==> src/verilog/ecup_pkg.sv <==
package ecup_pkg;

   // ==========================================================
   // register map (byte addresses)
   localparam logic [31:0] ECUP_SEG10_ADDR = 32'hffffe838;
   localparam logic [31:0] ECUP_SEG11_ADDR = 32'hffffe83c;
   localparam logic [31:0] ECUP_SEG12_ADDR = 32'hffffe840;
   localparam logic [31:0] ECUP_SEG13_ADDR = 32'hffffe844;
   localparam logic [31:0] ECUP_SEG14_ADDR = 32'hffffe848;
   localparam logic [31:0] ECUP_SEG15_ADDR = 32'hffffe84c;
   localparam logic [31:0] ECUP_CTRL_ADDR = 32'hffffe860;
   localparam logic [31:0] ECUP_STATUS_ADDR = 32'hffffe864;

   // ==========================================================
   // page geometry
   localparam int ECUP_SEG_FIRST = 10;
   localparam int ECUP_SEG_COUNT = 6;
   localparam int ECUP_PAGE_AW = 12;
   localparam int ECUP_SEG_AW = 8;
   localparam int ECUP_PAR_W = 11;

   // ==========================================================
   // locator, control and status register fields
   localparam int ECUP_BIT_LSB = 0;
   localparam int ECUP_WORD_LSB = 3;
   localparam int ECUP_PAR_LSB = 12;
   localparam int ECUP_CTRL_EN_BIT = 0;
   localparam int ECUP_CTRL_RD_BIT = 1;
   localparam int ECUP_CTRL_CLR_BIT = 2;
   localparam int ECUP_STAT_ERR_LSB = 0;
   localparam int ECUP_STAT_CHK_LSB = 8;
   localparam logic [1:0] ECUP_CTRL_RESET = 2'h0;
   localparam logic [31:0] ECUP_LOC_RESET = 32'h0;

   // ==========================================================
   // bus codes
   localparam logic [1:0] ECUP_HTRANS_NONSEQ = 2'h2;
   localparam logic [1:0] ECUP_HTRANS_SEQ = 2'h3;
   localparam logic [2:0] ECUP_HSIZE_WORD = 3'h2;

   typedef struct packed {
      logic [7:0] rsvd;
      logic zero_hi;
      logic [10:0] parity;
      logic zero_lo;
      logic [7:0] byte_index;
      logic [2:0] bit_offset;
   } ecup_loc_t;

   typedef struct packed {
      logic read_mode;
      logic enable;
   } ecup_ctrl_t;

   typedef struct packed {
      logic [11:0] addr;
      logic [7:0] data;
   } ecup_byte_t;

   typedef struct packed {
      logic [3:0] seg;
      logic [10:0] parity;
   } ecup_check_t;

endpackage

==> src/verilog/ecup_locators.sv <==
// The AHB-Lite interface to the registers was left to the implementer.
`timescale 1ns/1ns
`default_nettype none
module ecup_locators
   import ecup_pkg::*;
#(
   parameter int SEG_FIRST = ECUP_SEG_FIRST,
   parameter int SEG_COUNT = ECUP_SEG_COUNT
) (
   input wire logic hclk,
   input wire logic hresetn,
   input wire logic ce,
   input wire logic hsel,
   input wire logic [31:0] haddr,
   input wire logic [1:0] htrans,
   input wire logic hwrite,
   input wire logic [2:0] hsize,
   input wire logic [31:0] hwdata,
   input wire logic hready,
   output logic [31:0] hrdata,
   output logic hreadyout,
   output logic hresp,
   input wire logic page_start,
   input wire logic byte_valid,
   input wire ecup_byte_t byte_in,
   input wire logic check_valid,
   input wire ecup_check_t check_in,
   output logic [SEG_COUNT-1:0] seg_error,
   output logic busy
);

   // ==========================================================
   // elaboration checks
   initial begin
      if (SEG_FIRST + SEG_COUNT != 16 || SEG_COUNT < 1) begin
         $error("ecup_locators: segments must end at segment 15");
      end
      if (SEG_COUNT > 8) begin
         $error("ecup_locators: the read select holds at most eight segments");
      end
      if (ECUP_PAR_W != ECUP_SEG_AW + 3) begin
         $error("ecup_locators: parity must span byte index and bit offset");
      end
      if (ECUP_PAGE_AW - ECUP_SEG_AW != 4) begin
         $error("ecup_locators: segment number must fit four address bits");
      end
      if (ECUP_SEG15_ADDR - ECUP_SEG10_ADDR != 32'(4 * (SEG_COUNT - 1))) begin
         $error("ecup_locators: locator addresses must match the segment count");
      end
      if (ECUP_STAT_CHK_LSB - ECUP_STAT_ERR_LSB < SEG_COUNT) begin
         $error("ecup_locators: status fields would overlap");
      end
   end

   // ==========================================================
   // address decode for the locator read mux
   function automatic logic [3:0] loc_index(input logic [31:0] a);
      logic [31:0] off;
      off = a - ECUP_SEG10_ADDR;
      if (a >= ECUP_SEG10_ADDR && a <= ECUP_SEG15_ADDR && off[1:0] == 2'h0) begin
         return {1'b1, off[4:2]};
      end
      return 4'h0;
   endfunction

   // ==========================================================
   // control and status
   ecup_ctrl_t ctrl_ff;
   ecup_ctrl_t nxt_ctrl;
   logic clr_ff;
   logic nxt_clr;
   logic [SEG_COUNT-1:0] err_ff;
   logic [SEG_COUNT-1:0] nxt_err;
   logic [SEG_COUNT-1:0] chk_ff;
   logic [SEG_COUNT-1:0] nxt_chk;
   logic [2:0] boff_ff [SEG_COUNT];
   logic [2:0] nxt_boff [SEG_COUNT];
   logic [7:0] bidx_ff [SEG_COUNT];
   logic [7:0] nxt_bidx [SEG_COUNT];
   logic [ECUP_PAR_W-1:0] par [SEG_COUNT];
   logic [2:0] syn_boff [SEG_COUNT];
   logic [7:0] syn_bidx [SEG_COUNT];
   logic [SEG_COUNT-1:0] syn_err;
   logic [SEG_COUNT-1:0] seg_hit_byte;
   logic [SEG_COUNT-1:0] seg_hit_check;

   // ==========================================================
   // bus slave state
   logic wr_pend_ff;
   logic nxt_wr_pend;
   logic [31:0] wr_addr_ff;
   logic [31:0] nxt_wr_addr;
   logic [31:0] rdata_ff;
   logic [31:0] nxt_rdata;
   logic ready_ff;
   logic nxt_ready;
   logic seg_err_out_ff;
   logic nxt_resp;
   logic [SEG_COUNT-1:0] seg_error_ff;
   logic [SEG_COUNT-1:0] nxt_seg_error;
   logic busy_ff;
   logic nxt_busy;
   logic acc_clr;
   logic addr_phase;
   logic ctrl_write;
   logic [3:0] rd_sel;
   logic [3:0] byte_seg;

   // ==========================================================
   // segment routing: byte address bits 11:8 pick the segment
   // bytes of lower segments miss every hit line and are dropped
   always_comb begin
      byte_seg = byte_in.addr[ECUP_PAGE_AW-1:ECUP_SEG_AW];
      acc_clr = page_start | clr_ff;
      for (int i = 0; i < SEG_COUNT; i++) begin
         seg_hit_byte[i] = ctrl_ff.enable && byte_valid && (byte_seg == 4'(SEG_FIRST + i));
         seg_hit_check[i] = ctrl_ff.enable && ctrl_ff.read_mode && check_valid
            && (check_in.seg == 4'(SEG_FIRST + i));
      end
   end

   genvar g;
   generate
      for (g = 0; g < SEG_COUNT; g++) begin : g_seg
         ecup_seg_acc #(
            .PAR_W(ECUP_PAR_W)
         ) u_acc (
            .hclk(hclk),
            .hresetn(hresetn),
            .ce(ce),
            .clr(acc_clr),
            .byte_valid(seg_hit_byte[g]),
            .byte_index(byte_in.addr[ECUP_SEG_AW-1:0]),
            .byte_data(byte_in.data),
            .parity(par[g])
         );
         ecup_syndrome u_syn (
            .computed(par[g]),
            .stored(check_in.parity),
            .bit_offset(syn_boff[g]),
            .byte_index(syn_bidx[g]),
            .error(syn_err[g])
         );
      end
   endgenerate

   // ==========================================================
   // locator capture on read compare
   always_comb begin
      nxt_err = err_ff;
      nxt_chk = chk_ff;
      for (int i = 0; i < SEG_COUNT; i++) begin
         nxt_boff[i] = boff_ff[i];
         nxt_bidx[i] = bidx_ff[i];
         if (acc_clr) begin
            nxt_boff[i] = 3'h0;
            nxt_bidx[i] = 8'h0;
            nxt_chk[i] = 1'b0;
            nxt_err[i] = 1'b0;
         end
         // the compare happens after the page; a compare in the clear cycle still lands
         if (seg_hit_check[i]) begin
            nxt_boff[i] = syn_boff[i];
            nxt_bidx[i] = syn_bidx[i];
            nxt_chk[i] = 1'b1;
            nxt_err[i] = syn_err[i];
         end
      end
   end

   always_ff @(posedge hclk or negedge hresetn) begin
      if (!hresetn) begin
         err_ff <= '0;
         chk_ff <= '0;
         for (int i = 0; i < SEG_COUNT; i++) begin
            boff_ff[i] <= 3'h0;
            bidx_ff[i] <= 8'h0;
         end
      end else if (ce) begin
         err_ff <= nxt_err;
         chk_ff <= nxt_chk;
         for (int i = 0; i < SEG_COUNT; i++) begin
            boff_ff[i] <= nxt_boff[i];
            bidx_ff[i] <= nxt_bidx[i];
         end
      end
   end

   // ==========================================================
   // register image of one segment
   function automatic logic [31:0] loc_word(input logic [ECUP_PAR_W-1:0] p, input logic [7:0] bi,
                                            input logic [2:0] bo);
      ecup_loc_t w;
      w = ECUP_LOC_RESET;
      w.parity = p;
      w.byte_index = bi;
      w.bit_offset = bo;
      return w;
   endfunction

   // ==========================================================
   // ahb-lite slave, zero wait states; read data is built in the
   // address phase so hrdata can leave a flop in the data phase
   always_comb begin
      addr_phase = hsel && hready && htrans[1];
      rd_sel = loc_index(haddr);
      nxt_wr_pend = addr_phase && hwrite;
      nxt_wr_addr = addr_phase ? haddr : wr_addr_ff;
      // zero wait states and only okay: holes read as zero instead of failing
      nxt_ready = 1'b1;
      nxt_resp = 1'b0;
      nxt_rdata = 32'h0;
      if (addr_phase && !hwrite) begin
         if (rd_sel[3] && int'(rd_sel[2:0]) < SEG_COUNT) begin
            nxt_rdata = loc_word(par[rd_sel[2:0]], bidx_ff[rd_sel[2:0]], boff_ff[rd_sel[2:0]]);
         end else if (haddr == ECUP_CTRL_ADDR) begin
            nxt_rdata[ECUP_CTRL_EN_BIT] = ctrl_ff.enable;
            nxt_rdata[ECUP_CTRL_RD_BIT] = ctrl_ff.read_mode;
         end else if (haddr == ECUP_STATUS_ADDR) begin
            nxt_rdata[ECUP_STAT_CHK_LSB +: SEG_COUNT] = chk_ff;
            nxt_rdata[ECUP_STAT_ERR_LSB +: SEG_COUNT] = err_ff;
         end
      end
   end

   // locator registers are read-only; writes to them are dropped
   always_comb begin
      ctrl_write = wr_pend_ff && (wr_addr_ff == ECUP_CTRL_ADDR);
      nxt_ctrl = ctrl_ff;
      nxt_clr = 1'b0;
      if (ctrl_write) begin
         nxt_ctrl.enable = hwdata[ECUP_CTRL_EN_BIT];
         nxt_ctrl.read_mode = hwdata[ECUP_CTRL_RD_BIT];
         nxt_clr = hwdata[ECUP_CTRL_CLR_BIT];
      end
   end

   // ==========================================================
   // control flops; a clear is a one-cycle pulse an edge after its write
   always_ff @(posedge hclk or negedge hresetn) begin
      if (!hresetn) begin
         ctrl_ff <= ECUP_CTRL_RESET;
         clr_ff <= 1'b0;
      end else if (ce) begin
         ctrl_ff <= nxt_ctrl;
         clr_ff <= nxt_clr;
      end
   end

   // ==========================================================
   // bus flops
   always_ff @(posedge hclk or negedge hresetn) begin
      if (!hresetn) begin
         wr_pend_ff <= 1'b0;
         wr_addr_ff <= 32'h0;
         rdata_ff <= 32'h0;
         ready_ff <= 1'b1;
         seg_err_out_ff <= 1'b0;
      end else if (ce) begin
         wr_pend_ff <= nxt_wr_pend;
         wr_addr_ff <= nxt_wr_addr;
         rdata_ff <= nxt_rdata;
         ready_ff <= nxt_ready;
         seg_err_out_ff <= nxt_resp;
      end
   end

   // ==========================================================
   // output flags; the error flags trail the status bits by one
   // edge so every output leaves a flop of its own
   always_comb begin
      nxt_seg_error = err_ff;
      // busy only while a read check is still owed for some segment
      nxt_busy = ctrl_ff.enable && ctrl_ff.read_mode && (chk_ff != {SEG_COUNT{1'b1}});
   end

   always_ff @(posedge hclk or negedge hresetn) begin
      if (!hresetn) begin
         seg_error_ff <= '0;
         busy_ff <= 1'b0;
      end else if (ce) begin
         seg_error_ff <= nxt_seg_error;
         busy_ff <= nxt_busy;
      end
   end

   assign hrdata = rdata_ff;
   assign hreadyout = ready_ff;
   assign hresp = seg_err_out_ff;
   assign seg_error = seg_error_ff;
   assign busy = busy_ff;

endmodule
`default_nettype wire

==> src/verilog/ecup_seg_acc.sv <==
`timescale 1ns/1ns
`default_nettype none
module ecup_seg_acc
   import ecup_pkg::*;
#(
   parameter int PAR_W = ECUP_PAR_W
) (
   input wire logic hclk,
   input wire logic hresetn,
   input wire logic ce,
   input wire logic clr,
   input wire logic byte_valid,
   input wire logic [PAR_W-4:0] byte_index,
   input wire logic [7:0] byte_data,
   output logic [PAR_W-1:0] parity
);

   // ==========================================================
   // checks
   initial begin
      if (PAR_W != 11) begin
         $error("ecup_seg_acc: parity width must be 11");
      end
   end

   // ==========================================================
   // fold one byte: xor of the bit numbers of every set bit
   function automatic logic [PAR_W-1:0] fold(input logic [PAR_W-4:0] idx, input logic [7:0] d);
      logic [PAR_W-1:0] acc;
      acc = '0;
      for (int j = 0; j < 8; j++) begin
         if (d[j]) begin
            acc = acc ^ {idx, 3'(j)};
         end
      end
      return acc;
   endfunction

   logic [PAR_W-1:0] par_ff;
   logic [PAR_W-1:0] nxt_par;

   always_comb begin
      nxt_par = par_ff;
      if (clr) begin
         nxt_par = '0;
      end else if (byte_valid) begin
         nxt_par = par_ff ^ fold(byte_index, byte_data);
      end
   end

   always_ff @(posedge hclk or negedge hresetn) begin
      if (!hresetn) begin
         par_ff <= '0;
      end else if (ce) begin
         par_ff <= nxt_par;
      end
   end

   assign parity = par_ff;

endmodule
`default_nettype wire

==> src/verilog/ecup_syndrome.sv <==
`timescale 1ns/1ns
`default_nettype none
module ecup_syndrome
   import ecup_pkg::*;
(
   input wire logic [ECUP_PAR_W-1:0] computed,
   input wire logic [ECUP_PAR_W-1:0] stored,
   output logic [2:0] bit_offset,
   output logic [7:0] byte_index,
   output logic error
);

   // ==========================================================
   // a single flipped bit leaves its own bit number as syndrome;
   // two or more errors alias to some other number, so the fields
   // then mean nothing
   logic [ECUP_PAR_W-1:0] syn;

   always_comb begin
      syn = computed ^ stored;
      bit_offset = syn[2:0];
      byte_index = syn[ECUP_PAR_W-1:3];
      error = |syn;
   end

endmodule
`default_nettype wire

==> config.mk <==
export PLATFORM = sky130hd
export DESIGN_NAME = ecup_locators
export DESIGN_NICKNAME = d
export VERILOG_FILES = /design/src/verilog/ecup_pkg.sv /design/src/verilog/ecup_locators.sv /design/src/verilog/ecup_seg_acc.sv /design/src/verilog/ecup_syndrome.sv
export SDC_FILE = /design/constraint.sdc
export NUM_CORES = 1
export LEC_CHECK = 0
export BUFFER_PORTS_ARGS = -buffer_cell sky130_fd_sc_hd__buf_2
export CORE_MARGIN = 1
export CORE_UTILIZATION = 35
export CTS_BUF_LIST = sky130_fd_sc_hd__clkbuf_4 sky130_fd_sc_hd__clkbuf_8
export CTS_CLUSTER_SIZE = 10
export DETAILED_ROUTE_END_ITERATION = 16
export SYNTH_ARGS = -nofsm -noshare
export SYNTH_HDL_FRONTEND = slang
export SYNTH_SLANG_ARGS = --single-unit
==> constraint.sdc <==
create_clock -name hclk -period 4.2 [get_ports hclk]
set_input_delay 0.84 -clock hclk [delete_from_list [all_inputs] [get_ports hclk]]
set_output_delay 0.84 -clock hclk [all_outputs]
set_load 0.1 [all_outputs]
==> impl_results.md <==
* Status: completed
* Area Overhead vs Synth at 15.1%
* Ant diodes at 0
* Min Hold Slack at 329 ps
* Hold-fix buffers, CTS at 0
* Starting Density at 35.9%
* Fmax at roughly 0.37 GHz
* DRT Pass-1 Iters at 5
* Grt ovf at 0
* Via count at 9696
* Syn Inst Count at 1175
* Worst-skew pair later-pin latency at between 500 and 600 ps
* Worst Tran Pin Value at 1200 ps
* Delay of the slowest cell on the worst path at 650 ps
* Synth cell count leaders: dfrtp_1 (210), o21ai_0 (101), nand2_1 (95)
* Post-DP HPWL at 25.1 mm
* #FFs+latches synth at 210
* GRT Resource Usage Total at 22.0%
* Core Rows at 65
* Clock transition at path regs at 60 ps
* Clk sink count at between 200 and 250
* Pint at 3460 uW
* Worst vdd rail ir drop at 0.000283 V
* Post-synth top area share at between 40% and 50%
* Crit-path cells: buf_2 > or2_1 > nor4_1 > and4_1 > and2_0 > a31o_2
* Psw at 1340 uW
* PortBufs at 109
* Synth Warn # at 0
* Max-Cap Viols at 0
* Filler instances at between 3000 and 4000
* Mapped Area at approximately 11000 um2
* Largest net degree at the start of global routing at 97
* Post-synthesis sequential area ratio at 46.0%
* Die Width at 183 um
* Gate power share at around an eighth
* Yosys top cell by area: dfrtp_1
* Share of post-route cells with drive strength above 1 at around 22%
* Sequential Power Share at 44.7%
* Leakage at 0.00558 uW
* Postcts setup bufs at 0
* Setup CP Type: input pin to flip-flop
* Arrival time at the worst endpoint at 3160 ps
* Num CTS Buffers at 39
* # IOs at 154
* Post-Route WL at 35.9 mm
* Number of enable flip-flop cells after synthesis at 0
* Setup Skew at ~23 ps
* DIE AREA at ~33000 um2
* Deepest clock path buffer count at 3
* PwrDens at 365 nW/um2
* Synth async-reset ratio at between 90% and 100%
* Overall die height at 183 um
* Vias in the first global route at 9208
* Synth unique cells at 60
* H-tree lvl count at 2
* Multi-input logic area at between 5000 and 6000 um2
* First-pass GRT wire length at 56.2 mm
* Design area at about 13000 um2
* Post-cts sizing count at 0
* CTS tree: done
* Worst EP required at 4660 ps
* HP Class: input pin to asynchronous set/reset pin
* Mean post-synth cell area at 9.71 um2
* Final Critical Period at roughly 2700 ps
* Top-count cell post-synth: dfrtp_1
* Ranking of synthesized cells by area: dfrtp_1 (46%), xnor2_1 (5.2%), o21ai_0 (4.4%)
* Main synth FF type: dfrtp_1
* Clock power frac at 42.1%
* Final hold vios at 0
* Post-DP Area at around 12000 um2
* Fin util at 41.3%
* Period utilization at 64.3%
* Largest fanout on the critical path at 11
* Setup TNS at 0 ps
* Pwr Total at 4800 uW
* GP Congestion at 0.871
* DRC violations left at 0
* Relative slew slack at 19.3%
* DRT antenna net count at 0
* Total setup violations reported at the end of the flow at 0
* CP endpoint kind: flip-flop
* Sw Ratio at 28.0%
* Core area at 31800 um2
* Startpoint types: input pin
* Slowest-stage cell, CP: and2_0
* Register area at approximately 5300 um2
* Vias per cell at between 5 and 6
* WL per Instance at 21.0 um
* Antenna violations before repair at 0
* Root buf cell: clkbuf_8
* Pins Over Slew Limit at 0
* RSZ-0062 raised after global routing: false
* DR iter-0 viols at 853
* Nets at around 1400
per-stage QoR:
step / setup WS (ps) / instances
4_1_cts: 1580 / 1711
3_3_place_gp: 1050 / 1647
3_5_place_dp: 1030 / 1647
5_1_grt: 1380 / 1711
6_report: 1500 / 1711
2_1_floorplan: 1810 / 1184
cells in the final DEF (no fill, tap or decap), types with 8 or more instances in the layout:
master | synthesis | layout
o32ai_1 | 8 | 8
xnor2_1 | 68 | 68
conb_1 | 2 | 11
nand2_1 | 95 | 95
mux2_2 | 43 | 43
a31oi_1 | 10 | 10
mux4_2 | 10 | 10
buf_2 | 13 | 108
a21oi_1 | 71 | 71
o22ai_1 | 20 | 20
nand3_1 | 76 | 76
o21ai_0 | 101 | 101
o211ai_1 | 19 | 19
or4_1 | 44 | 44
mux2i_1 | 24 | 24
buf_4 | 12 | 19
inv_1 | 37 | 37
xor2_1 | 10 | 10
clkbuf_4 | 0 | 12
or3_1 | 24 | 24
nand4_1 | 28 | 28
o31a_1 | 8 | 8
o31ai_1 | 27 | 27
nor3b_1 | 11 | 10
dfrtp_1 | 210 | 210
nor2_1 | 27 | 27
a211oi_1 | 13 | 13
nor3_1 | 9 | 9
clkbuf_8 | 0 | 50
registers in the layout, indices dropped and copies added (netlist names), 2 cells and up:
signal and cells:
bidx_ff 48, boff_ff 18, chk_ff 6, ctrl_ff 2, err_ff 6, g_seg.u_acc.parity 66
hrdata 23, seg_error 6, wr_addr_ff 32
layout make-up:
type	instances	share of cell area, %
clock buffers	62	5.93
repair buffers	132	5.93
inverters	38	1.09
clock inverters	2	0.0953
flip-flops and latches	210	40.0
well taps	435	4.14
multi-input cells	832	42.8
layer usage:
| metal | up-vias | wire (um) | track usage (%) |
|---|---|---|---|
| li1 | 4475 | - | - |
| met5 | - | 0 | 0 |
| met2 | 319 | 16100 | 33.3 |
| met1 | 4834 | 16700 | 32.5 |
| met4 | 0 | 876 | 6.12 |
| met3 | 68 | 2260 | 3.11 |
worst max-delay path: cells and delay by family:
kind	cells	cell delay (ps)
buf+inv	1	110
compound gates	1	260
simple gates	4	1940
cell families after synthesis:
family,synth area share [%]
AND/OR/NAND/NOR,17.3
other,0.0658
buffers and inverters,5.24
AO/OA/AOI/OAI,16.8
XOR/XNOR,6.27
multiplexers,8.32
flip-flops,46.0
power groups by stage:
stage | clock [uW] | sequential, uW | combinational [uW]
finish | 2020 | 2140 | 635
global route | 2140 | 2150 | 688
CTS | 2050 | 2140 | 631
detailed placement | 0 | 2180 | 631
global placement | 0 | 2170 | 621
floorplan | 0 | 2160 | 422
worst paths after layout:
| check | slack (ps) | start | endpoint | depth (start not counted) |
|---|---|---|---|---|
| max in group asynchronous | 3000 | hresetn | boff_ff[16]$_DFFE_PN0P_ | 2 |
| worst max-delay path | 1500 | haddr[1] | hrdata[18]$_DFFE_PN0P_ | 6 |
| min in group hclk | 490 | wr_addr_ff[7]$_DFFE_PN0P_ | wr_addr_ff[7]$_DFFE_PN0P_ | 2 |
| worst min-delay path | 330 | hresetn | g_seg[3].u_acc.parity[6]$_DFFE_PN0P_ | 1 |
| worst min register to register | 490 | wr_addr_ff[7]$_DFFE_PN0P_ | wr_addr_ff[7]$_DFFE_PN0P_ | 2 |
| worst max register to register | 1650 | ctrl_ff[0]$_DFFE_PN0P_ | g_seg[2].u_acc.parity[10]$_DFFE_PN0P_ | 4 |
Power figures use the tool's default switching activity.
